--- src/hdl/rpioc_map.vh ---
`ifndef RPIOC_MAP_VH
`define RPIOC_MAP_VH
// ----------------------------------------------------------------------------
// Remote parallel I/O control constants
// ----------------------------------------------------------------------------
// Input function codes (4 bits per input).
`define RPIOC_FN_NONE      4'h0
`define RPIOC_FN_RF        4'h1
`define RPIOC_FN_RESET     4'h2
`define RPIOC_FN_REBOOT    4'h3
`define RPIOC_FN_EXC       4'h4
`define RPIOC_FN_AUTOCO    4'h5
`define RPIOC_FN_PWR       4'h6
`define RPIOC_FN_PRESET    4'h7
// Input interpretation codes (4 bits per input).
`define RPIOC_LG_RISE_ON   4'h0
`define RPIOC_LG_FALL_ON   4'h1
`define RPIOC_LG_RISE_OFF  4'h2
`define RPIOC_LG_FALL_OFF  4'h3
`define RPIOC_LG_FALL_TOG  4'h4
`define RPIOC_LG_RISE_TOG  4'h5
`define RPIOC_LG_RISE_FALL 4'h6
`define RPIOC_LG_FALL_RISE 4'h7
`define RPIOC_LG_HI_INC    4'h8
`define RPIOC_LG_LO_INC    4'h9
`define RPIOC_LG_HI_DEC    4'ha
`define RPIOC_LG_LO_DEC    4'hb
// Output source codes (4 bits per output).
`define RPIOC_OS_NONE      4'h0
`define RPIOC_OS_REMOTE    4'h1
`define RPIOC_OS_RF        4'h2
`define RPIOC_OS_PRESET    4'h3
`define RPIOC_OS_EXC       4'h4
`define RPIOC_OS_AUTOCO    4'h5
`define RPIOC_OS_ALARM     4'h6
`define RPIOC_OS_AUDIO     4'h7
// Field widths.
`define RPIOC_CODE_W       4
`define RPIOC_SEL_W        3
// Power step repeat period.
`define RPIOC_REPEAT_NS    500000000
`define RPIOC_CLK_NS       100
`endif

--- src/hdl/rpioc_in_chan.v ---
`timescale 1ns/10ps
// ----------------------------------------------------------------------------
// One remote input channel: synchroniser, edge detect and interpretation.
// ----------------------------------------------------------------------------
`include "rpioc_map.vh"
module rpioc_in_chan (
   input  wire       i_mclk,       // System clock.
   input  wire       i_srst,       // Synchronous reset, active high.
   input  wire       i_pin,        // Raw remote input level.
   input  wire [3:0] i_logic,      // Interpretation code.
   output reg        o_on_pulse,   // One-cycle activation event.
   output reg        o_off_pulse,  // One-cycle deactivation event.
   output reg        o_level_act,  // Level-mode active indication.
   output reg        o_level_inc,  // Level mode means increase.
   output reg        o_level_dec   // Level mode means decrease.
);
   reg  sync1_r;                   // First synchroniser stage.
   reg  sync2_r;                   // Second synchroniser stage.
   reg  prev_r;                    // Previous synchronised level.
   reg  tog_r;                     // Toggle state.
   reg  tog_nxt;                   // Next toggle state.
   wire rise = sync2_r & ~prev_r;  // Rising edge of clean input.
   wire fall = ~sync2_r & prev_r;  // Falling edge of clean input.

   // ----------------------------------------------------------------------
   // Synchroniser and edge history
   // ----------------------------------------------------------------------
   // Two stages guard against metastability; only one edge per transition.
   always @(posedge i_mclk) begin
      if (i_srst) begin
         sync1_r <= 1'b0;
         sync2_r <= 1'b0;
         prev_r  <= 1'b0;
         tog_r   <= 1'b0;
      end else begin
         sync1_r <= i_pin;
         sync2_r <= sync1_r;
         prev_r  <= sync2_r;
         tog_r   <= tog_nxt;
      end
   end

   // ----------------------------------------------------------------------
   // Interpretation
   // ----------------------------------------------------------------------
   // Pulses are combinational from registered edges, so each lasts one cycle.
   always @* begin
      o_on_pulse  = 1'b0;
      o_off_pulse = 1'b0;
      o_level_act = 1'b0;
      o_level_inc = 1'b0;
      o_level_dec = 1'b0;
      tog_nxt     = tog_r;
      case (i_logic)
         `RPIOC_LG_RISE_ON:   o_on_pulse  = rise;
         `RPIOC_LG_FALL_ON:   o_on_pulse  = fall;
         `RPIOC_LG_RISE_OFF:  o_off_pulse = rise;
         `RPIOC_LG_FALL_OFF:  o_off_pulse = fall;
         `RPIOC_LG_FALL_TOG, `RPIOC_LG_RISE_TOG: begin
            // The first qualifying edge deactivates for falling mode, and
            // activates for rising mode, as the two variants are described.
            if ((i_logic == `RPIOC_LG_FALL_TOG) ? fall : rise) begin
               tog_nxt     = ~tog_r;
               o_on_pulse  = (i_logic == `RPIOC_LG_RISE_TOG) ? ~tog_r : tog_r;
               o_off_pulse = ~o_on_pulse;
            end
         end
         `RPIOC_LG_RISE_FALL: begin
            o_on_pulse  = rise;
            o_off_pulse = fall;
         end
         `RPIOC_LG_FALL_RISE: begin
            o_on_pulse  = fall;
            o_off_pulse = rise;
         end
         `RPIOC_LG_HI_INC: begin
            o_level_act = sync2_r;
            o_level_inc = 1'b1;
         end
         `RPIOC_LG_LO_INC: begin
            o_level_act = ~sync2_r;
            o_level_inc = 1'b1;
         end
         `RPIOC_LG_HI_DEC: begin
            o_level_act = sync2_r;
            o_level_dec = 1'b1;
         end
         `RPIOC_LG_LO_DEC: begin
            o_level_act = ~sync2_r;
            o_level_dec = 1'b1;
         end
         default: o_on_pulse = 1'b0;
      endcase
   end
endmodule // rpioc_in_chan

--- src/hdl/rpioc_top.v ---
`timescale 1ns/10ps
`include "rpioc_map.vh"
module rpioc_top #(
   parameter N_IN        = 10,                // Number of remote inputs.
   parameter N_OUT       = 16,                // Number of remote outputs.
   parameter N_ALARM     = 8,                 // Number of selectable alarms.
   parameter N_PRESET    = 8,                 // Number of presets.
   parameter REPEAT_CYC  = `RPIOC_REPEAT_NS / `RPIOC_CLK_NS // Repeat period.
) (
   input  wire                           i_mclk,          // 10 MHz clock.
   input  wire                           i_srst,          // Sync reset, high.
   input  wire [N_IN-1:0]                i_remote_in,     // Remote input pins.
   input  wire [N_IN*4-1:0]              i_in_func,       // Function per input.
   input  wire [N_IN*4-1:0]              i_in_logic,      // Logic per input.
   input  wire [N_IN*3-1:0]              i_in_arg,        // Preset index per input.
   input  wire [N_IN-1:0]                i_in_exempt,     // Accepted when local.
   input  wire                           i_remote_en,     // Remote selected.
   input  wire [N_OUT*4-1:0]             i_out_src,       // Source per output.
   input  wire [N_OUT*3-1:0]             i_out_arg,       // Source index.
   input  wire [N_OUT-1:0]               i_out_pol,       // 1: low when false.
   input  wire                           i_rf_enabled,    // RF power stage on.
   input  wire                           i_exc_is_b,      // Exciter B in use.
   input  wire                           i_autoco_en,     // Changeover state.
   input  wire [N_ALARM-1:0]             i_alarms,        // Alarm conditions.
   input  wire [3:0]                     i_audio_active,  // Audio path active.
   input  wire [2:0]                     i_preset_now,    // Active preset.
   output reg                            o_rf_on_cmd,     // RF on command.
   output reg                            o_rf_off_cmd,    // RF off command.
   output reg                            o_sys_reset,     // System reset pulse.
   output reg                            o_host_reset,    // Host board reset.
   output reg                            o_exc_sel_a,     // Select exciter A.
   output reg                            o_exc_sel_b,     // Select exciter B.
   output reg                            o_autoco_tog,    // Toggle changeover.
   output reg                            o_pwr_up,        // Power up 1 pct.
   output reg                            o_pwr_dn,        // Power down 1 pct.
   output reg                            o_preset_load,   // Load preset: edge pulse, or level while a level input is active.
   output reg  [2:0]                     o_preset_idx,    // Preset to load.
   output reg  [N_OUT-1:0]               o_out_oe         // Pull pin low.
);
   // ----------------------------------------------------------------------
   // Declarations
   // ----------------------------------------------------------------------
   localparam CW = 24;                         // Repeat counter width.
   localparam [CW-1:0] REP = REPEAT_CYC[CW-1:0]; // Repeat period in cycles.
   wire [N_IN-1:0] on_p;                       // Activation events.
   wire [N_IN-1:0] off_p;                      // Deactivation events.
   wire [N_IN-1:0] lvl;                        // Level-mode active.
   wire [N_IN-1:0] lvl_inc;                    // Level mode increases.
   wire [N_IN-1:0] lvl_dec;                    // Level mode decreases.
   reg  [N_IN-1:0] hold_r;                     // Edge-mode power held state.
   reg  [CW-1:0]   rep_r;                      // Repeat countdown.
   reg  [CW-1:0]   rep_nxt;                    // Next countdown.
   reg             pwr_act_r;                  // Power input was active.
   reg  [N_IN-1:0] hold_nxt;                   // Next held states.
   reg             win_act;                    // A power input is active.
   reg             win_up;                     // Winner direction is up.
   reg             win_new;                    // Winner just activated.
   reg             rf_on_nxt, rf_off_nxt, rst_nxt, hrst_nxt, exa_nxt, exb_nxt, aco_nxt, ld_nxt;
   reg  [2:0]      pidx_nxt;                   // Next preset index.
   reg  [N_OUT-1:0] oe_nxt;                    // Next output enables.
   integer         k;                          // Input loop index.
   integer         j;                          // Output loop index, kept apart from k.

   // Returns the 4-bit code of field n from a packed vector.
   function [3:0] code4;
      input [N_OUT*4-1:0] v;
      input integer       n;
      begin
         code4 = v[n*4 +: 4];
      end
   endfunction

   // ----------------------------------------------------------------------
   // Input channels
   // ----------------------------------------------------------------------
   genvar g;
   generate
      for (g = 0; g < N_IN; g = g + 1) begin : g_in
         rpioc_in_chan u_chan (
            .i_mclk      (i_mclk),
            .i_srst      (i_srst),
            .i_pin       (i_remote_in[g]),
            .i_logic     (i_in_logic[g*4 +: 4]),
            .o_on_pulse  (on_p[g]),
            .o_off_pulse (off_p[g]),
            .o_level_act (lvl[g]),
            .o_level_inc (lvl_inc[g]),
            .o_level_dec (lvl_dec[g])
         );
      end
   endgenerate

   // ----------------------------------------------------------------------
   // Command decode
   // ----------------------------------------------------------------------
   // Events are qualified by remote selection and function; a power input
   // is active while its level or its edge-held state says so.
   always @* begin
      rf_on_nxt  = 1'b0;
      rf_off_nxt = 1'b0;
      rst_nxt    = 1'b0;
      hrst_nxt   = 1'b0;
      exa_nxt    = 1'b0;
      exb_nxt    = 1'b0;
      aco_nxt    = 1'b0;
      ld_nxt     = 1'b0;
      pidx_nxt   = o_preset_idx;
      hold_nxt = hold_r;
      win_act = 1'b0;
      win_up  = 1'b0;
      win_new = 1'b0;
      for (k = N_IN - 1; k >= 0; k = k - 1) begin
         if (i_remote_en || i_in_exempt[k]) begin
            case (i_in_func[k*4 +: 4])
               `RPIOC_FN_RF: begin
                  rf_on_nxt  = rf_on_nxt | on_p[k];
                  rf_off_nxt = rf_off_nxt | off_p[k];
               end
               `RPIOC_FN_RESET:  rst_nxt  = rst_nxt | on_p[k];
               `RPIOC_FN_REBOOT: hrst_nxt = hrst_nxt | on_p[k];
               `RPIOC_FN_EXC: begin
                  exa_nxt = exa_nxt | on_p[k];
                  exb_nxt = exb_nxt | off_p[k];
               end
               `RPIOC_FN_AUTOCO: aco_nxt = aco_nxt | on_p[k];
               `RPIOC_FN_PRESET: begin
                  if (on_p[k] || lvl[k]) begin
                     ld_nxt   = 1'b1;
                     pidx_nxt = i_in_arg[k*3 +: 3];
                  end
               end
               `RPIOC_FN_PWR: begin
                  // Edge modes: on holds the step, off releases it; the
                  // argument bit 0 picks decrease for edge modes.
                  if (on_p[k]) hold_nxt[k] = 1'b1;
                  if (off_p[k]) hold_nxt[k] = 1'b0;
                  if (lvl[k] || hold_nxt[k]) begin
                     win_act = 1'b1;
                     win_up  = lvl[k] ? lvl_inc[k] : ~i_in_arg[k*3];
                     win_new = on_p[k] | (lvl[k] & ~pwr_act_r);
                  end
               end
               // An unassigned input issues nothing and cannot keep a
               // power step held from an earlier assignment.
               default: hold_nxt[k] = 1'b0;
            endcase
         end else begin
            hold_nxt[k] = 1'b0;
         end
      end
   end

   // ----------------------------------------------------------------------
   // Power step repeat timer
   // ----------------------------------------------------------------------
   // First step at activation, then one per half second while held.
   always @* begin
      rep_nxt = rep_r;
      if (!win_act) begin
         rep_nxt = REP - {{(CW-1){1'b0}}, 1'b1};
      end else if (win_new || !pwr_act_r) begin
         rep_nxt = REP - {{(CW-1){1'b0}}, 1'b1};
      end else if (rep_r == {CW{1'b0}}) begin
         rep_nxt = REP - {{(CW-1){1'b0}}, 1'b1};
      end else begin
         rep_nxt = rep_r - {{(CW-1){1'b0}}, 1'b1};
      end
   end

   // ----------------------------------------------------------------------
   // Output selection
   // ----------------------------------------------------------------------
   // Open-collector pins: enable pulls low, otherwise the pin floats high.
   always @* begin
      oe_nxt = {N_OUT{1'b0}};
      for (j = 0; j < N_OUT; j = j + 1) begin
         case (code4(i_out_src, j))
            `RPIOC_OS_REMOTE: oe_nxt[j] = i_remote_en ^ i_out_pol[j];
            `RPIOC_OS_RF:     oe_nxt[j] = i_rf_enabled ^ i_out_pol[j];
            `RPIOC_OS_PRESET:
               oe_nxt[j] = (i_preset_now == i_out_arg[j*3 +: 3]) ^ i_out_pol[j];
            `RPIOC_OS_EXC:    oe_nxt[j] = ~i_exc_is_b ^ i_out_pol[j];
            `RPIOC_OS_AUTOCO: oe_nxt[j] = i_autoco_en ^ i_out_pol[j];
            `RPIOC_OS_ALARM:
               oe_nxt[j] = i_alarms[i_out_arg[j*3 +: 3]] ^ i_out_pol[j];
            `RPIOC_OS_AUDIO:
               oe_nxt[j] = i_audio_active[i_out_arg[j*3 +: 2]] ^ i_out_pol[j];
            default:          oe_nxt[j] = 1'b0;
         endcase
      end
   end

   // ----------------------------------------------------------------------
   // Registers
   // ----------------------------------------------------------------------
   // All command outputs are registered one-cycle pulses, except o_preset_load, high while a level preset input is active.
   always @(posedge i_mclk) begin
      if (i_srst) begin
         hold_r        <= {N_IN{1'b0}};
         rep_r         <= {CW{1'b0}};
         pwr_act_r     <= 1'b0;
         o_rf_on_cmd   <= 1'b0;
         o_rf_off_cmd  <= 1'b0;
         o_sys_reset   <= 1'b0;
         o_host_reset  <= 1'b0;
         o_exc_sel_a   <= 1'b0;
         o_exc_sel_b   <= 1'b0;
         o_autoco_tog  <= 1'b0;
         o_pwr_up      <= 1'b0;
         o_pwr_dn      <= 1'b0;
         o_preset_load <= 1'b0;
         o_preset_idx  <= 3'h0;
         o_out_oe      <= {N_OUT{1'b0}};
      end else begin
         hold_r        <= hold_nxt;
         rep_r         <= rep_nxt;
         pwr_act_r     <= win_act;
         o_rf_on_cmd   <= rf_on_nxt;
         o_rf_off_cmd  <= rf_off_nxt;
         o_sys_reset   <= rst_nxt;
         o_host_reset  <= hrst_nxt;
         o_exc_sel_a   <= exa_nxt;
         o_exc_sel_b   <= exb_nxt;
         o_autoco_tog  <= aco_nxt;
         o_pwr_up      <= win_act && win_up &&
                          (!pwr_act_r || rep_r == {CW{1'b0}});
         o_pwr_dn      <= win_act && !win_up &&
                          (!pwr_act_r || rep_r == {CW{1'b0}});
         o_preset_load <= ld_nxt;
         o_preset_idx  <= pidx_nxt;
         o_out_oe      <= oe_nxt;
      end
   end
endmodule // rpioc_top

--- config.mk ---
export PLATFORM = sky130hd
export DESIGN_NAME = rpioc_top
export DESIGN_NICKNAME = d
export VERILOG_FILES = /design/src/hdl/rpioc_in_chan.v /design/src/hdl/rpioc_top.v
export VERILOG_INCLUDE_DIRS = /design/src /design/src/hdl
export SDC_FILE = /design/constraint.sdc
export NUM_CORES = 1
export LEC_CHECK = 0
export BUFFER_PORTS_ARGS = -buffer_cell sky130_fd_sc_hd__buf_2
export CAP_MARGIN = 25
export CORE_MARGIN = 8
export CORE_UTILIZATION = 30
export DETAILED_ROUTE_END_ITERATION = 8
export PLACE_DENSITY = 0.58
export SYNTH_ARGS = -nofsm -noshare
export SYNTH_HDL_FRONTEND = slang
export SYNTH_SLANG_ARGS = --single-unit
--- constraint.sdc ---
create_clock -name i_mclk -period 3.8 [get_ports i_mclk]
set_input_delay 0.19 -clock i_mclk [delete_from_list [all_inputs] [get_ports i_mclk]]
set_output_delay 0.19 -clock i_mclk [all_outputs]
set_load 0.1 [all_outputs]
==> results.sh <==
export IMPL_fmax_mhz=302
export IMPL_clock_sinks=104
export IMPL_nFillCells=3642
export IMPL_synthArstFlopShare_pct=0
export IMPL_cp_arrival_ns=3.59
export IMPL_relSlewSlack_pct=36.8
export IMPL_worstMarginPinSlew_ns=0.940
export IMPL_drt_initial_drc_count=772
export IMPL_firstDrtPassIters=5
export IMPL_yosysTopAreaCell="dfxtp_1"
export IMPL_rsz0062_at_grt="no"
export IMPL_swShare_pct=34.6
export IMPL_start_util_pct=30.3
export IMPL_synth_nets=1537
export IMPL_drc=0
export IMPL_num_vias=11400
export IMPL_critPathTopFamily="compound AO/OA/AOI/OAI gates"
export IMPL_die_h_um=205
export IMPL_hold_slack_ns=0.0247
export IMPL_cts_tree="done"
export IMPL_r2r_worst_path_cells=8
export IMPL_synthTopCellsByArea="dfxtp_1 (19%), mux4_2 (13%), xor2_1 (6.4%)"
export IMPL_grt_max_degree=59
export IMPL_fin_area_mm2=0.0131
export IMPL_cts_setup_buffers=0
export IMPL_root_buffer="clkbuf_16"
export IMPL_postRouteAntennaNets=0
export IMPL_synth_seq_area_share_pct=19.5
export IMPL_required_ns=4.08
export IMPL_cts_reportedPaths_clkPinSlew_ns=0.09
export IMPL_synth_edf_count=0
export IMPL_synth_fa_ha_area_share_pct=0.234
export IMPL_grt_overflow=0
export IMPL_fp_coreArea_mm2=0.0353
export IMPL_syn_area_mm2=0.0107
export IMPL_synthFlopType="dfxtp_1"
export IMPL_ctsHtreeMaxLevel=3
export IMPL_fin_nets=1822
export IMPL_hold_buffers=16
export IMPL_path_max_fanout=12
export IMPL_synthCells=1256
export IMPL_hold_class="in -> reg"
export IMPL_r2r_end="rep_r[0]"
export IMPL_synth_top_family_by_area="simple AND/OR/NAND/NOR gates"
export IMPL_endpoint_kind="register"
export IMPL_synth_compound_area_share_pct=20.7
export IMPL_ioPinCount=308
export IMPL_min_to="g_in[4].u_chan.sync1_r"
export IMPL_yosysTopAreaCellShare_pct=19.5
export IMPL_cp_slowest_cell="a211o_1"
export IMPL_synthMuxAreaShare_pct=17.6
export IMPL_crit_chain="or3b_1, a211oi_2, nor3_1, o31ai_1, o311ai_0, a211o_1, and2_1, o41a_1"
export IMPL_groute_usage_overall_pct=19.2
export IMPL_ys_types=85
export IMPL_combPwrFrac_pct=31.7
export IMPL_hpwl_um=33600
export IMPL_ctsResizeCount=0
export IMPL_outcome="finished, final reports clean"
export IMPL_drt_wl_total_um=42000
export IMPL_fin_worst_skew_ns=0.0211
export IMPL_power_frac_seq_pct=35.1
export IMPL_synth_simple_gate_area_share_pct=26.9
export IMPL_pwr_share_clk_pct=33.2
export IMPL_fp_row_count=69
export IMPL_placed_cell_area_mm2=0.0126
export IMPL_worstSetupPathType="reg -> reg"
export IMPL_grt_first_pass_wirelength_um=64400
export IMPL_finalSetupViolations=0
export IMPL_slew_violations=0
export IMPL_numPortBuffers=307
export IMPL_p_switching_mw=1.14
export IMPL_r2r_start="g_in[8].u_chan.sync2_r"
export IMPL_power_density_mw_per_mm2=251
export IMPL_worstSkewPairLatency_ns=0.38
export IMPL_synth_avg_cell_area_um2=8.50
export IMPL_p_int_mw=2.15
export IMPL_grt_pass1_vias=11600
export IMPL_syn_to_final_growth_pct=22.6
export IMPL_wl_per_cell_um=20.9
export IMPL_slowest_delay_ns=0.51
export IMPL_avgViaCountPerCell=5.68
export IMPL_synthTopCellsByCount="dfxtp_1 (104), nor2_1 (100), xor2_1 (78)"
export IMPL_finalCriticalPeriod_ns=3.31
export IMPL_dieArea_mm2=0.0419
export IMPL_yosys_area_share_xor_xnor_pct=10.5
export IMPL_p_leak_nw=5.03
export IMPL_fin_tns_setup_ns=0
export IMPL_die_width_um=205
export IMPL_yosys_warnings=0
export IMPL_hold_depth=2
export IMPL_synth_seq_cells=104
export IMPL_cap_violations=0
export IMPL_place_congestion=0.933
export IMPL_path_buf_inv=0
export IMPL_hold_violations=0
export IMPL_ir_drop_mv=0.235
export IMPL_worst_r2r_setup_slack_ns=0.49
export IMPL_post_route_period_util_pct=87.2
export IMPL_yosysMostFrequentCell="dfxtp_1"
export IMPL_drive_gt1_share_pct=28.7
export IMPL_clk_path_buf_depth=2
export IMPL_holdCritStartpoint="i_remote_in[4]"
export IMPL_cts_buffers=9
export IMPL_antenna_found_initial=11
export IMPL_crit_path_start_kind="register"
## metrics by stage
stage / cells / power (mW) / util, % / worst slack (ns)
6_report: 2012 / 3.29 / 37.1 / 0.486
3_3_place_gp: 1974 / 2.19 / 35.7 / 0.617
2_1_floorplan: 1256 / 1.81 / - / 1.11
3_5_place_dp: 1975 / 2.20 / 35.7 / 0.577
5_1_grt: 2010 / 3.46 / 37.1 / 0.274
4_1_cts: 2007 / 3.33 / 37.1 / 0.571
## layout by cell type, fill, tap and decap left out, drive strengths merged, types with 9 or more instances in the layout
cell / n
nor3b: 15
xor2: 78
dlygate4sd3: 16
a31oi: 12
and2: 10
a21boi: 9
o22ai: 30
nor2: 100
or3b: 17
a2111oi: 18
inv: 61
o31ai: 38
or3: 18
mux2i: 37
nor2b: 47
nand3b: 21
xnor2: 50
a21oi: 46
o21ai: 49
a211oi: 28
mux4: 64
nand2b: 28
buf: 317
nor3: 55
nor4: 38
o21bai: 10
or2: 9
clkbuf: 11
nand3: 10
nand2: 60
dfxtp: 104
nor4bb: 21
## kinds of logic (layout without fill, tap and decap cells)
group / Yosys count / after routing
compound gates: 307 / 307
xor+xnor: 128 / 128
fa+ha+maj: 2 / 2
buf+inv: 118 / 408
flops: 104 / 104
mux: 107 / 107
other cells: 0 / 5
simple gates: 490 / 490
## area by class of cell
class	instances	area (um2)	area share (%)
diodes	5	12.5	0.0955
clock buffers	11	233	1.78
clock inverters	5	86.3	0.659
inverters	59	221	1.69
multi-input cells	1034	8120	62.0
flip-flops and latches	104	2080	15.9
well taps	461	577	4.40
repair buffers	333	1770	13.5
## worst max path at each step
stage                      startpoint   endpoint  slack, ns  cells after the start
2_1_floorplan                rep_r[3]  rep_r[22]       1.11                      7
3_3_place_gp   g_in[1].u_chan.sync2_r  rep_r[16]       0.62                      8
3_5_place_dp    g_in[8].u_chan.prev_r  rep_r[10]       0.58                      9
4_1_cts         g_in[8].u_chan.prev_r  rep_r[10]       0.57                      9
5_1_grt        g_in[8].u_chan.sync2_r   rep_r[3]       0.27                      8
6_report       g_in[8].u_chan.sync2_r   rep_r[0]       0.49                      8
## power by group through the flow
stage,sequential [mW],clock (mW),combinational [mW]
global route,1.16,1.18,1.12
CTS,1.16,1.14,1.04
global placement,1.18,0,1.01
floorplan,1.28,0,0.532
detailed placement,1.18,0,1.02
finish,1.16,1.09,1.04
## registers in the layout, indices dropped and copies added, names as in the netlist
signal and flops:
pwr_act_r 1, o_exc_sel_b 1, o_rf_off_cmd 1, o_preset_idx 3, o_out_oe 16, rep_r 24
o_preset_load 1, o_exc_sel_a 1, o_pwr_dn 1, g_in.u_chan.sync2_r 10, o_autoco_tog 1, g_in.u_chan.sync1_r 10
g_in.u_chan.prev_r 10, o_pwr_up 1, hold_r 10, o_host_reset 1, g_in.u_chan.tog_r 10, o_rf_on_cmd 1
o_sys_reset 1
## per-layer routing
metal  GRT usage, %  vias up  wire length, um
met5              0        -               72
met4           5.89       12              889
met3           5.79       75             3830
met2           31.6      542            19400
met1           23.9     5434            17800
li1               -     5374                -
(Power assumes the default switching activity.)
